[config.mk]
export PLATFORM = sky130hd
export DESIGN_NAME = rcd_register
export DESIGN_NICKNAME = d
export VERILOG_FILES = /design/src/rtl/rcd_pkg.sv /design/src/rtl/rcd_register.sv
export SDC_FILE = /design/constraint.sdc
export NUM_CORES = 1
export LEC_CHECK = 0
export ABC_CLOCK_PERIOD_IN_PS = 2900
export BUFFER_PORTS_ARGS = -buffer_cell sky130_fd_sc_hd__buf_2
export CAP_MARGIN = 40
export CORE_MARGIN = 4
export CORE_UTILIZATION = 51
export DETAILED_ROUTE_END_ITERATION = 10
export GPL_ROUTABILITY_DRIVEN = 0
export PLACE_DENSITY_LB_ADDON = 0.15
export SETUP_SLACK_MARGIN = 0.02
export SYNTH_ARGS = -nofsm -noshare
export SYNTH_HDL_FRONTEND = slang
export SYNTH_SLANG_ARGS = --single-unit
export TNS_END_PERCENT = 30
[constraint.sdc]
create_clock -name CORE_CLK -period 2.9 [get_ports CORE_CLK]
set_input_delay 0.29 -clock CORE_CLK [delete_from_list [all_inputs] [get_ports CORE_CLK]]
set_output_delay 0.29 -clock CORE_CLK [all_outputs]
set_load 0.005 [all_outputs]
[src/rtl/rcd_pkg.sv]
package rcd_pkg;

    // Field widths of the command and address path
    localparam int ADDR_W  = 16;
    localparam int BANK_W  = 3;
    localparam int CKE_W   = 2;
    localparam int ODT_W   = 2;
    localparam int RANK_W  = 4;
    localparam int CLK_W   = 4;

    // Extra cycles a command is held in three-cycle timing
    localparam logic [1:0] HOLD_3T_CYCLES = 2'h2;
    localparam logic [1:0] HOLD_NONE      = 2'h0;

    // Reset values
    localparam logic [ADDR_W-1:0] ADDR_RST = 16'h0000;
    localparam logic [BANK_W-1:0] BANK_RST = 3'h0;
    localparam logic              STRB_RST = 1'h1;
    localparam logic [RANK_W-1:0] RANK_IDLE_N = 4'hf;
    localparam logic [1:0]        TWO_RANK_UNUSED_N = 2'h3;

    // Rank-independent part of a command, also the parity set
    typedef struct packed {
        logic [ADDR_W-1:0] addr;
        logic [BANK_W-1:0] bank;
        logic              row_strobe_n;
        logic              col_strobe_n;
        logic              write_en_n;
    } cmd_t;

    localparam cmd_t CMD_RST = '{addr: ADDR_RST, bank: BANK_RST,
                                 row_strobe_n: STRB_RST, col_strobe_n: STRB_RST,
                                 write_en_n: STRB_RST};

    // Rank-dependent controls, outside the parity set
    typedef struct packed {
        logic [CKE_W-1:0] clk_enable;
        logic [ODT_W-1:0] term_enable;
    } ctl_t;

    // Static configuration from the internal control settings
    typedef struct packed {
        logic             disable_copy_b;
        logic [CLK_W-1:0] disable_clk;
        logic             three_cycle;
        logic             invert_copy_b;
    } cfg_t;

endpackage

[src/rtl/rcd_register.sv]
// How it works
// - 22 rank-independent bits plus 4 control bits go out on copies A and B, rank selects per mode.
// - With the quad-select strap high, two rank selects come in and each goes out twice.
// - With the strap low, four rank selects come in and each goes out once.
// - All inputs are captured on the rising edge of the core clock.
// - Command and address outputs update only when exactly one rank select is low.
// - Parity is even over address, bank, row, column, write strobe and the parity bit.
// - A parity mismatch on a cycle with exactly one rank select low pulls the open-drain error output low.
// - Clock enable, termination enable and rank selects stay out of the parity.
// - Reset ignores inputs but the strap and analog supply, clears registers and disables all outputs but error and clock enable.
// - The clock is fanned out to four output pairs and one feedback pair.
// - A grounded analog supply is reported on PLL_BYPASSED as the clock-multiplier bypass test mode; no multiplier is modelled.
// - Control settings disable unused outputs.
// - One- or three-cycle command timing and copy-B inversion are supported.
`timescale 1ns/1ps
`default_nettype none

module rcd_register
    import rcd_pkg::*;
(
    input  wire logic              CORE_CLK,
    input  wire logic              NRST,
    input  wire cmd_t              CMD_IN,
    input  wire logic              PARITY_IN,
    input  wire ctl_t              CTL_IN,
    input  wire logic [RANK_W-1:0] RANK_SELECT_IN_N,
    input  wire logic              QUAD_SELECT_STRAP_N,
    input  wire logic              PLL_ANALOG_SUPPLY,
    input  wire cfg_t              CFG,
    output var  cmd_t              CMD_OUT_A,
    output var  cmd_t              CMD_OUT_B,
    output var  ctl_t              CTL_OUT_A,
    output var  ctl_t              CTL_OUT_B,
    output var  logic [RANK_W-1:0] RANK_SELECT_OUT_N,
    output var  logic              OUTPUTS_ENABLED,
    output var  logic              COPY_B_ENABLED,
    output var  logic              PARITY_ERROR_OUT_N_O,
    output var  logic              PARITY_ERROR_OUT_N_OE,
    output var  logic [CLK_W-1:0]  CLK_FANOUT,
    output var  logic [CLK_W-1:0]  CLK_FANOUT_N,
    output var  logic              FEEDBACK_CLK_OUT,
    output var  logic              FEEDBACK_CLK_OUT_N,
    output var  logic              PLL_BYPASSED,
    output var  logic              FOUR_RANK_SELECT_MODE
);

    typedef struct packed {
        // Command and control copies
        cmd_t              cmd_a;
        cmd_t              cmd_b;
        ctl_t              ctl_a;
        ctl_t              ctl_b;
        logic [RANK_W-1:0] rank_out_n;
        logic              out_en;
        logic              copy_b_en;
        // Parity pipeline and open-drain error pin
        cmd_t              par_cmd;
        logic              par_bit;
        logic              par_valid;
        logic              err_oe;
        logic              err_o;
        // Mode, clock outputs and three-cycle hold
        logic              four_mode;
        logic              clk_phase;
        logic [CLK_W-1:0]  clk_mask;
        logic [CLK_W-1:0]  fan_p;
        logic [CLK_W-1:0]  fan_n;
        logic              fb_n;
        logic [1:0]        hold_cnt;
        logic              bypass;
    } state_t;

    // Full state in one register, next value built below
    state_t state_q;
    state_t state_d;

    // Rank selects seen in this mode; unused upper inputs read as idle
    logic [RANK_W-1:0] rank_eff_n;
    logic              one_rank;
    logic              take_cmd;

    // Counts the low selects; unused upper ones arrive already forced idle
    function automatic logic exactly_one_low(input logic [RANK_W-1:0] v_n);
        logic [2:0] cnt;
        cnt = 3'h0;
        for (int i = 0; i < RANK_W; i++) begin
            cnt = cnt + {2'h0, ~v_n[i]};
        end
        return cnt == 3'h1;
    endfunction

    // Select decode feeding both the command path and the parity check
    always_comb begin
        rank_eff_n = state_q.four_mode ? RANK_SELECT_IN_N
                                       : {TWO_RANK_UNUSED_N, RANK_SELECT_IN_N[1:0]};
        one_rank = exactly_one_low(rank_eff_n);
        // In three-cycle timing a command is held, so a new one is dropped
        take_cmd = one_rank && (state_q.hold_cnt == HOLD_NONE);
    end

    // Next state of the whole block; reset is folded in here, so the
    // register below needs no reset branch of its own
    always_comb begin
        state_d = state_q;
        if (!NRST) begin
            // Inputs ignored, outputs parked, mode strap and analog supply caught while held
            state_d.cmd_a      = CMD_RST;
            state_d.cmd_b      = CMD_RST;
            state_d.ctl_a      = '0;
            state_d.ctl_b      = '0;

            // Selects idle and command drivers off
            state_d.rank_out_n = RANK_IDLE_N;
            state_d.out_en     = 1'b0;
            state_d.copy_b_en  = 1'b0;

            // Parity pipeline emptied so no stale error follows release
            state_d.par_cmd    = CMD_RST;
            state_d.par_bit    = 1'b0;
            state_d.par_valid  = 1'b0;
            state_d.err_oe     = 1'b0;
            state_d.err_o      = 1'b0;

            // Strap only matters here; later changes are ignored
            state_d.four_mode  = ~QUAD_SELECT_STRAP_N;
            state_d.clk_phase  = 1'b0;
            state_d.clk_mask   = '0;
            state_d.hold_cnt   = HOLD_NONE;
            state_d.bypass     = ~PLL_ANALOG_SUPPLY;
        end else begin
            state_d.out_en    = 1'b1;
            state_d.copy_b_en = ~CFG.disable_copy_b;

            // Command path: only a cleanly selected cycle moves the outputs
            // A select that lands inside a three-cycle hold is dropped, not
            // queued; the controller must keep the spacing itself
            if (take_cmd) begin
                state_d.cmd_a = CMD_IN;
                state_d.cmd_b = CMD_IN;
                if (CFG.invert_copy_b) begin
                    // Inverted copy B eases routing on the far side
                    // Strobes stay true so both copies decode alike
                    state_d.cmd_b.addr = ~CMD_IN.addr;
                    state_d.cmd_b.bank = ~CMD_IN.bank;
                end
                state_d.hold_cnt = CFG.three_cycle ? HOLD_3T_CYCLES : HOLD_NONE;
            end else if (state_q.hold_cnt != HOLD_NONE) begin
                state_d.hold_cnt = state_q.hold_cnt - 2'h1;
            end
            // Otherwise the command outputs keep their value

            // Control copies follow the inputs every cycle, outside the select
            state_d.ctl_a = CTL_IN;
            state_d.ctl_b = CTL_IN;

            // Rank selects pass every cycle so a deselect is seen too
            // Two-rank mode: the low input pair feeds both the low and the high output pair
            if (state_q.four_mode) begin
                state_d.rank_out_n = RANK_SELECT_IN_N;
            end else begin
                state_d.rank_out_n = {RANK_SELECT_IN_N[1:0], RANK_SELECT_IN_N[1:0]};
            end

            // Capture stage for parity, then check one cycle later
            // The error is not sticky: the next clean cycle releases the pin
            state_d.par_cmd   = CMD_IN;
            state_d.par_bit   = PARITY_IN;
            state_d.par_valid = one_rank;
            state_d.err_oe    = state_q.par_valid && ((^state_q.par_cmd) ^ state_q.par_bit);
            state_d.err_o     = 1'b0;

            // Clock fanout, halved so the outputs stay flip-flops
            // Bypass only reports the test mode; the multiplier is not modelled
            state_d.clk_phase = ~state_q.clk_phase;
            state_d.clk_mask  = ~CFG.disable_clk;
            state_d.bypass    = ~PLL_ANALOG_SUPPLY;
        end

        // Clock pins from the next phase, so each leg is a flip-flop of its own
        // Disabled pairs park low on both legs to save power
        state_d.fan_p = state_d.clk_mask & {CLK_W{state_d.clk_phase}};
        state_d.fan_n = state_d.clk_mask & {CLK_W{~state_d.clk_phase}};
        state_d.fb_n  = ~state_d.clk_phase;
    end

    // No clock enable: every field moves on every edge
    always_ff @(posedge CORE_CLK) begin
        state_q <= state_d;
    end

    // Outputs straight from the state register
    assign CMD_OUT_A             = state_q.cmd_a;
    assign CMD_OUT_B             = state_q.cmd_b;
    assign CTL_OUT_A             = state_q.ctl_a;
    assign CTL_OUT_B             = state_q.ctl_b;
    assign RANK_SELECT_OUT_N     = state_q.rank_out_n;
    assign OUTPUTS_ENABLED       = state_q.out_en;
    assign COPY_B_ENABLED        = state_q.copy_b_en;

    // Open-drain error pin: only its enable ever changes
    assign PARITY_ERROR_OUT_N_O  = state_q.err_o;
    assign PARITY_ERROR_OUT_N_OE = state_q.err_oe;

    // Feedback pair is never masked so the far end can always lock
    assign FEEDBACK_CLK_OUT      = state_q.clk_phase;
    assign FEEDBACK_CLK_OUT_N    = state_q.fb_n;

    // Mode and test status for the board
    assign PLL_BYPASSED          = state_q.bypass;
    assign FOUR_RANK_SELECT_MODE = state_q.four_mode;

    // Each fanout leg straight from its own flop
    for (genvar g = 0; g < CLK_W; g++) begin : g_fan
        assign CLK_FANOUT[g]   = state_q.fan_p[g];
        assign CLK_FANOUT_N[g] = state_q.fan_n[g];
    end

endmodule

`default_nettype wire

# Word-level counts from Yosys, hierarchy flattened
# Index checks and enable logic that the tools add are counted.
[totals] reg_bits=91 out_inout_bits=72 wordCells=62 inputBits=42
[op_classes] muxes=8 n_addsub=4 n_bitwise=15 reduce_logical=6 eq_ne=1
[ops] op="$mux 28" n=1
[ops] op="$reduce_xor 22->1" n=1
[ops] op="$mux 19" n=1
[ops] op="$not 16->16" n=1
[ops] op="$not 1->1" n=9
[ops] op="$and 4x4->4" n=2
[ops] op="$mux 4" n=2
[ops] op="$mux 2" n=3
[ops] op="$mux 5" n=1
[ops] op="$not 4->4" n=1
[ops] op="$reduce_bool 2->1" n=2
[ops] op="$add 2x1->3" n=1
[ops] op="$add 3x1->3" n=1
[ops] op="$eq 3x1->1 const B" n=1
[ops] op="$not 3->3" n=1
[ops] op="$add 1x1->2" n=1
[ops] op="$logic_and 1x1->1" n=2
[ops] op="$logic_not 2->1" n=1
[ops] op="$sub 2x1->2 const B" n=1
[ops] op="$xor 1x1->1" n=1

# Longest topological paths before layout
# Gate-level depths: netlist (run 1).
[depth] ltp_word=8 mapped_depth=10 ltp_nobuf=8

# Least setup slack after synthesis (run 1)
# No wires, ideal clock.
[synth_timing] path_type="reg-to-reg" start="register state_q, in the netlist FOUR_RANK_SELECT_MODE" end="register state_q, in the netlist CMD_OUT_B[10]" path_slack_ns=0.367 path_buffers=2 setup_time_ns=0.086 t_arrival_ns=2.448 path_stages_with_launch=11 t_required_ns=2.814 synth_period_minus_slack_ns=2.533 cell_sequence="edfxtp_1 > nor2b_1 > fa_1 > ha_1 > ha_1 > nor3b_2 > and2_1 > buf_2 > buf_2 > nor2_1 > a211oi_1"
[synth_between] elab_chain_cells=6 word_cells_on_any_way=7 classes_between="2 x add/sub; 1 x eq/ne; 1 x mux; 2 x bitwise; 1 x reduce/logical"
[synth_rtl] item="start: declaration" line_no="rcd_register.sv:74" rtl="state_t state_q;"
[synth_rtl] item="start signal: assignment" line_no="rcd_register.sv:188" rtl="state_q <= state_d;"
[synth_rtl] item="$mux 4 *" line_no="rcd_register.sv:94" rtl="rank_eff_n = state_q.four_mode ? RANK_SELECT_IN_N"
[synth_rtl] item="$not 1->1" line_no="rcd_register.sv:87" rtl="cnt = cnt + {2'h0, ~v_n[i]};"
[synth_rtl] item="$add 2x1->3" line_no="rcd_register.sv:87"
[synth_rtl] item="$add 3x1->3 *" line_no="rcd_register.sv:87"
[synth_rtl] item="$eq 3x1->1 *" line_no="rcd_register.sv:89" rtl="return cnt == 3'h1;"
[synth_rtl] item="$logic_and 1x1->1 *" line_no="rcd_register.sv:98" rtl="take_cmd = one_rank && (state_q.hold_cnt == HOLD_NONE);"
# Mark *: on every way between the ends. The rest lies on a longest branch, timed or not.
# A chain may end at the register's enable or synchronous reset.

# Worst setup path after layout (run 1)
[layout_timing] start="register state_q, in the netlist FOUR_RANK_SELECT_MODE" end="register state_q, in the netlist CMD_OUT_B[6]"
# Same word-level chain as after synthesis.

==> run_results.csv, run 1 <==
group,metric,value,unit
run_status,outcome,"finished clean",
route,detailedRoute.firstPassIterationCount,4,
worst_setup_path,critical_path_required,3.16,ns
timing,setup_tns,0,ns
placement,dp_hpwl,4460,um
final_layout,nets,484,
power_and_ir_drop,pwr_density_cell,778,nW/um^2
worst_setup_path,arrival,2.87,ns
floorplan,start_util,53.2,%
power_and_ir_drop,p_leak,0.00183,uW
grt,global_route.overflow_total,0,
timing,setup_viol,0,
cts,insertion_delay,0.34,ns
route,wl_per_cell,11.8,um
yosys,synth-edff-count,1,
yosys,syn-num-nets,438,
final_layout,antenna_cells,0,
yosys,synth.most_common_cell,"dfxtp_1",
timing,fin_crit,2.61,ns
worst_setup_path,reg2reg_depth,9,
cts,numCtsBuffers,9,
cts,cts_tree,"done",
yosys,ys_top_cells_by_area,"dfxtp_1 49%, buf_4 13%, xnor2_1 8.6%",
route,routed-via-count,2382,
cts,clockRootBuffer,"clkbuf_8",
yosys,netlist_instances,392,
cts,path_clk_slew,0.09,ns
yosys,syn-mean-instance-area,9.32,um^2
final_layout,drive_above_1_share,31.2,%
grt,grt_first_pass_wirelength,10400,um
min_path,worstHoldPathCells,2,
yosys,ys_seq_area_share,49.6,%
floorplan,io_pins,114,
yosys,netlist_area,3650,um^2
min_path,hp-class,"in -> reg",
cts,ctsHtreeMaxLevel,3,
worst_setup_path,path_class,"reg -> reg",
timing,max_slew_margin,62.4,%
yosys,synth_commonest_cells,"89 x dfxtp_1, 65 x buf_4, 49 x nand2_1",
grt,antenna_found_initial,0,
route,drc,0,
floorplan,die_x,92.6,um
worst_setup_path,end_kind,"register",
timing,final_max_slew_viol_count,0,
grt,first_global_vias,2256,
yosys,synth.distinct_cells,23,
timing,fin_skew,0.00391,ns
timing,hold_viol_final,0,
timing,finalCritPeriodShare,90.0,%
flow_run,maxCapViolations,0,
route,ant_nets,0,
timing,holdWs,0.0734,ns
yosys,synth_top_area_share,48.8,%
route,drt-initial-drc-count,50,
cts,numClockSinks,90,
floorplan,die_h,92.6,um
timing,grt_setup_unrepaired,"false",
placement,port_buffers,112,
floorplan,core_region_area,6870,um^2
timing,fmax,0.383,GHz
yosys,yosysWarningCount,0,
final_layout,area_delta_synth_final,10.5,%
cts,ctsLongestPathBuffers,2,
floorplan,rows,30,
yosys,synthArstFlopShare,0,%
route,vias_per_cell,4.42,
final_layout,n_fill_cell,638,
timing,tightest_slew,0.565,ns
worst_setup_path,crit_fanout,33,
floorplan,die_area,8580,um^2
power_and_ir_drop,ir_drop,0.354,mV
yosys,synthFlopType,"dfxtp_1",
grt,grt_usage,15.2,%
grt,grt_max_degree,41,
worst_setup_path,cp-start-kind,"register",
yosys,synth_top_cell_by_area,"dfxtp_1",
yosys,yosys_register_bits,90,
route,wirelength,6350,um
[path summary, 6_finish.rpt]
check	start	endpoint	slack (ns)
hold reg to reg	CMD_OUT_A[11]	CMD_OUT_A[11]	0.45
hold / removal	PLL_ANALOG_SUPPLY	PLL_BYPASSED	0.07
setup reg to reg	FOUR_RANK_SELECT_MODE	CMD_OUT_B[6]	0.29
setup / recovery	FOUR_RANK_SELECT_MODE	CMD_OUT_B[6]	0.29
[layout make-up]
class	count	area (um^2)	share of cell area, %
Inverter	9	33.8	0.837
Clock inverter	6	48.8	1.21
Multi-Input combinational cell	209	1250	30.9
Sequential cell	90	1810	44.9
Tap cell	96	120	2.97
Clock buffer	10	138	3.41
Timing Repair Buffer	119	638	15.8
[stage by stage]
stage | std cells | setup WS (ns) | total power [uW] | area [um^2] | utilization [%]
2_1_floorplan | 392 | 0.367 | 2250 | 3650 | -
3_3_place_gp | 522 | 0.287 | 2360 | 3830 | 55.8
3_5_place_dp | 522 | 0.167 | 2380 | 3830 | 55.8
4_1_cts | 538 | 0.133 | 3180 | 4020 | 58.5
5_1_grt | 539 | 0.0562 | 3370 | 4040 | 58.8
6_report | 539 | 0.289 | 3140 | 4040 | 58.8
[state kept, by name, summed over array words and instances, names as in the netlist]
name                   count
FOUR_RANK_SELECT_MODE      1
CMD_OUT_B                 22
PLL_BYPASSED               1
FEEDBACK_CLK_OUT           1
OUTPUTS_ENABLED            1
CLK_FANOUT_N               4
RANK_SELECT_OUT_N          4
CLK_FANOUT                 4
COPY_B_ENABLED             1
FEEDBACK_CLK_OUT_N         1
state_q                   26
CTL_OUT_B                  4
PARITY_ERROR_OUT_N_OE      1
CMD_OUT_A                 19
[kinds of logic (layout without fill, tap and decap cells)]
| group | after synthesis | count (layout) | share of synthesized area, % |
|---|---|---|---|
| AOI/OAI and AO/OA | 43 | 43 | 7.19 |
| other | 1 | 1 | 0.103 |
| buffers and inverters | 93 | 144 | 16.5 |
| adders and majority gates | 4 | 4 | 1.58 |
| and+or+nand+nor | 121 | 121 | 15.0 |
| xor gates and xnor gates | 40 | 40 | 9.97 |
| DFF | 90 | 90 | 49.6 |
[critical path, stage by stage (launching register included)]
cell and delay (ns):
edfxtp_1 0.44, nor2b_2 0.20, fa_1 0.44, ha_1 0.22
ha_1 0.30, nor3b_4 0.22, and2_2 0.24, buf_12 0.19
nor2_1 0.06, a211oi_1 0.21
[power by group]
group	internal (uW)	switching, uW
clock	346	445
sequential	1420	86.1
combinational	408	432
total	2180	964
[metal layers]
layer | GRT usage [%] | up-vias | share of wire, %
met2 | 24.3 | 76 | 45
met4 | 6.96 | 0 | 1.6
met3 | 4.31 | 10 | 7.4
met5 | 0 | - | 0
met1 | 19.2 | 1037 | 46
li1 | - | 1259 | -
[what timing repair did]
action	CTS	global route
endpoints found under the hold margin	0	0
resized for setup	0	2
setup buffers	0	1
setup endpoints to repair	0	20
hold buffers	0	0
[cell usage in the layout (no fill, tap or decap), types with 4 or more instances in the layout]
cell	synthesis	final
a211oi_1	19	19
a21oi_1	21	21
and2_1	26	25
buf_2	9	112
buf_4	65	5
clkbuf_8	0	10
dfxtp_1	89	89
inv_1	9	9
nand2_1	49	49
nand2b_1	4	4
nor2_1	35	35
xnor2_1	36	36
Power figures use the tool's default switching activity.
==> run 2, diff against run 1 <==
ABC_CLOCK_PERIOD_IN_PS = 2700   (was 2900)
clock period = 2.7 ns   (was 2.9 ns; I/O delays follow)
==> run_results.csv, run 2 (synthesized netlist as in run 1, its figures left out) <==
group,metric,value,unit
final_layout,multi_input_area,1250,um^2
route,wl_per_cell,12.3,um
timing,fmax,0.394,GHz
floorplan,io_pins,114,
final_layout,antenna_cells,0,
floorplan,die_h,92.6,um
timing,hold_viol_final,0,
worst_setup_path,cp_slowest_cell,"fa_1",
floorplan,die_area,8580,um^2
final_layout,mostFrequentLayoutCell,"buf_2",
power_and_ir_drop,p_leak,0.00185,uW
worst_setup_path,path_cells,"nor2b_2, fa_1, ha_1, ha_1, nor3b_2, and2_4, buf_4, clkbuf_16, nand2_1, a21oi_1",
timing,fin_crit,2.54,ns
timing,final_max_slew_viol_count,0,
route,wirelength,6650,um
timing,fin_skew,0.00544,ns
route,ant_nets,0,
cts,clockRootBuffer,"clkbuf_8",
cts,ctsHtreeMaxLevel,3,
power_and_ir_drop,netSwitchingFraction,29.5,%
cts,numCtsBuffers,9,
run_status,outcome,"finished clean",
final_layout,final_cell_mix,"112 x buf_2, 89 x dfxtp_1, 49 x nand2_1, 36 x xnor2_1, 35 x nor2_1",
cts,ctsHoldBuffers,0,
final_layout,ff_latch_area,1810,um^2
floorplan,core_region_area,6870,um^2
cts,cts_tree,"done",
final_layout,largest_reg_flops,26,
worst_setup_path,cp-start-kind,"register",
worst_setup_path,critical_path_required,2.98,ns
worst_setup_path,path_class,"reg -> reg",
route,drc,0,
worst_setup_path,cpMostUsedCell,"ha_1",
final_layout,area_delta_synth_final,11.5,%
grt,grt_max_degree,41,
timing,setup_tns,0,ns
power_and_ir_drop,power,3470,uW
power_and_ir_drop,pwr_density_cell,852,nW/um^2
worst_setup_path,arrival,2.82,ns
final_layout,drive_above_1_share,31.5,%
power_and_ir_drop,p_int,2440,uW
floorplan,start_util,53.2,%
route,vias_per_cell,4.50,
worst_setup_path,end_kind,"register",
final_layout,n_fill_cell,623,
power_and_ir_drop,ir_drop,0.408,mV
timing,max_slew_margin,61.5,%
cts,path_clk_slew,0.08,ns
final_layout,nets,486,
final_layout,postLayoutCoreUtil,59.3,%
grt,grt_usage,15.0,%
power_and_ir_drop,power_frac_seq,46.8,%
placement,dp_hpwl,4520,um
cts,insertion_delay,0.34,ns
placement,port_buffers,112,
timing,grt_setup_unrepaired,"false",
worst_setup_path,crit_fanout,18,
timing,setup_viol,0,
timing,finalCritPeriodShare,94.1,%
power_and_ir_drop,p_sw,1030,uW
worst_setup_path,reg2reg_slack,0.16,ns
cts,ctsLongestPathBuffers,2,
floorplan,rows,30,
timing,tightest_slew,0.577,ns
grt,global_route.overflow_total,0,
power_and_ir_drop,pwr-share-clk,25.5,%
cts,numClockSinks,90,
route,detailedRoute.firstPassIterationCount,4,
worst_setup_path,critPathMaxStageDelay,0.45,ns
grt,grt_first_pass_wirelength,10200,um
power_and_ir_drop,combinationalPowerShare,27.7,%
grt,antenna_found_initial,0,
final_layout,regMostFlops,"state_q",
route,routed-via-count,2428,
flow_run,maxCapViolations,0,
min_path,hp-class,"in -> reg",
floorplan,die_x,92.6,um
route,drt-initial-drc-count,106,
grt,first_global_vias,2219,
[run 2: power groups by stage]
| stage | sequential (uW) | clock, uW | combinational [uW] |
|---|---|---|---|
| 5_1_grt | 1650 | 971 | 1060 |
| 2_1_floorplan | 1640 | 0 | 783 |
| 4_1_cts | 1620 | 907 | 917 |
| 6_report | 1620 | 884 | 961 |
| 3_3_place_gp | 1650 | 0 | 892 |
| 3_5_place_dp | 1650 | 0 | 912 |
[run 2: worst paths after layout]
kind                               from       endpoint  cells after the start
setup / recovery  FOUR_RANK_SELECT_MODE   CMD_OUT_A[6]                     10
hold / removal        PLL_ANALOG_SUPPLY   PLL_BYPASSED                      2
setup reg to reg  FOUR_RANK_SELECT_MODE   CMD_OUT_A[6]                     10
hold reg to reg           CMD_OUT_A[17]  CMD_OUT_A[17]                      2
[run 2: cell type report]
cell class / instances / share of cell area, %
clock buffers: 10 / 3.38
clock inverters: 5 / 1.32
inverters: 9 / 0.829
multi-input cells: 209 / 30.6
flip-flops and latches: 90 / 44.5
well taps: 96 / 2.95
repair buffers: 121 / 16.5
[run 2: critical path: cells and delay by family (launching register included)]
family	cells	cell delay [ns]
adders and majority gates	3	0.96
and+or+nand+nor	4	0.67
DFF	1	0.44
buffers and inverters	2	0.30
AOI/OAI and AO/OA	1	0.11
[run 2: timing repair]
| action | 4_1_cts | 5_1_grt |
|---|---|---|
| endpoints found under the setup margin | 0 | 18 |
| resized for setup | 0 | 3 |
| hold endpoints to repair | 0 | 0 |
| setup buffers | 0 | 1 |
[run 2: routing by layer]
layer	global-route usage, %	wire [um]	up-vias
li1	-	-	1262
met1	19.4	3140	1078
met2	23.7	3000	80
met3	3.90	424	8
met4	6.59	86	0
met5	0	0	-
[run 2: metrics by stage]
stage               setup WS (ns)  area [um^2]  hold slack [ns]  std cells
CTS                         0.103         4030           0.0488        538
floorplan                   0.167         3650            0.298        392
global route               0.0386         4080           0.0602        540
global placement            0.261         3840            0.418        523
detailed placement          0.129         3840            0.423        523
finish                      0.160         4080           0.0632        540
==> run 3, diff against run 2 <==
CORE_UTILIZATION = 40   (was 51)
==> run_results.csv, run 3 (synthesized netlist as in run 1, its figures left out) <==
group,metric,value,unit
timing,fmax,0.403,GHz
final_layout,fin_area,4090,um^2
timing,grt_setup_unrepaired,"false",
cts,numCtsBuffers,9,
placement,port_buffers,112,
power_and_ir_drop,power,3460,uW
grt,first_global_vias,2380,
grt,grt_max_degree,41,
timing,fin_ws,0.218,ns
route,wirelength,6950,um
run_status,outcome,"finished clean",
final_layout,final_cell_mix,"112 x buf_2, 89 x dfxtp_1, 49 x nand2_1, 36 x xnor2_1, 35 x nor2_1",
worst_setup_path,path_class,"reg -> reg",
route,ant_nets,0,
route,drc,0,
timing,setup_viol,0,
cts,numClockSinks,90,
worst_setup_path,crit_fanout,25,
timing,hold_viol_final,0,
floorplan,rows,34,
final_layout,regMostFlops,"state_q",
cts,ctsLongestPathBuffers,2,
timing,setup_tns,0,ns
placement,post-place-ws,0.186,ns
floorplan,io_pins,114,
timing,fin_skew,0.0125,ns
worst_setup_path,arrival,2.74,ns
flow_run,maxCapViolations,0,
final_layout,drive_above_1_share,31.4,%
grt,grt_usage,12.9,%
floorplan,die_h,104,um
cts,cts_tree,"done",
cts,insertion_delay,0.34,ns
route,routed-via-count,2444,
final_layout,antenna_cells,0,
floorplan,start_util,41.5,%
route,vias_per_cell,4.41,
grt,grt_first_pass_wirelength,11400,um
final_layout,mostFrequentLayoutCell,"buf_2",
final_layout,nets,487,
final_layout,area_delta_synth_final,12.1,%
grt,antenna_found_initial,0,
worst_setup_path,cp-start-kind,"register",
cts,ctsHoldBuffers,0,
placement,dp_hpwl,4740,um
route,drt-initial-drc-count,73,
power_and_ir_drop,ir_drop,0.313,mV
route,wl_per_cell,12.5,um
worst_setup_path,critical_path_required,2.95,ns
timing,fin_crit,2.48,ns
route,detailedRoute.firstPassIterationCount,4,
floorplan,die_area,10700,um^2
timing,max_slew_margin,59.4,%
floorplan,die_x,104,um
final_layout,n_fill_cell,897,
cts,clockRootBuffer,"clkbuf_8",
min_path,hp-class,"in -> reg",
placement,placed_area,3860,um^2
final_layout,postLayoutCoreUtil,46.5,%
worst_setup_path,end_kind,"register",
cts,ctsHtreeMaxLevel,3,
grt,global_route.overflow_total,0,
timing,final_max_slew_viol_count,0,
timing,finalCritPeriodShare,91.9,%
floorplan,core_region_area,8810,um^2
timing,tightest_slew,0.609,ns
power_and_ir_drop,pwr_density_cell,845,nW/um^2
power_and_ir_drop,p_leak,0.00185,uW
cts,path_clk_slew,0.09,ns
final_layout,largest_reg_flops,26,
==> run 3: repair_timing <==
action	4_1_cts	5_1_grt
setup endpoints to repair	0	13
gates resized for setup	0	3
buffers inserted	0	2
==> run 3: final timing paths <==
check | end | depth (start not counted) | slack (ns) | start
hold / removal | COPY_B_ENABLED | 2 | 0.06 | CFG[6]
hold reg to reg | CMD_OUT_A[9] | 2 | 0.45 | CMD_OUT_A[9]
setup / recovery | CMD_OUT_B[8] | 9 | 0.22 | FOUR_RANK_SELECT_MODE
setup reg to reg | CMD_OUT_B[8] | 9 | 0.22 | FOUR_RANK_SELECT_MODE
==> run 3: power breakdown <==
group / switching (uW) / leakage (uW) / internal, uW
combinational: 491 / 0.00101 / 466
clock: 456 / 0.0000933 / 428
sequential: 90.4 / 0.000745 / 1530
total: 1040 / 0.00185 / 2420
==> run 3: layer usage <==
layer	share of wire [%]	track usage [%]	wire length, um	up-vias
met2	46	21.1	3200	72
met5	0	0	0	-
li1	-	-	-	1265
met4	1.0	5.32	70	0
met1	47	16.0	3240	1100
met3	6.3	3.67	437	7
==> run 3: metrics by stage <==
step / std cells / hold WS, ns
2_1_floorplan: 392 / 0.298
3_3_place_gp: 535 / 0.417
4_1_cts: 551 / 0.0359
5_1_grt: 554 / 0.0519
6_report: 554 / 0.0615
3_5_place_dp: 535 / 0.424
==> run 3: layout make-up <==
cell class | count | area [um^2] | area share (%)
Sequential cell | 90 | 1810 | 44.3
Multi-Input combinational cell | 209 | 1250 | 30.5
Timing Repair Buffer | 122 | 678 | 16.6
Tap cell | 108 | 135 | 3.30
Clock buffer | 11 | 131 | 3.21
Clock inverter | 5 | 56.3 | 1.38
Inverter | 9 | 33.8 | 0.825
==> run 3: worst max-delay path, stage by stage (launching register included) <==
cell and delay (ns):
edfxtp_1 0.41, nor2b_2 0.19, fa_1 0.44, ha_1 0.21, ha_1 0.28, nor3b_2 0.21
and2_4 0.22, buf_12 0.17, nor2_1 0.05, a211oi_1 0.21
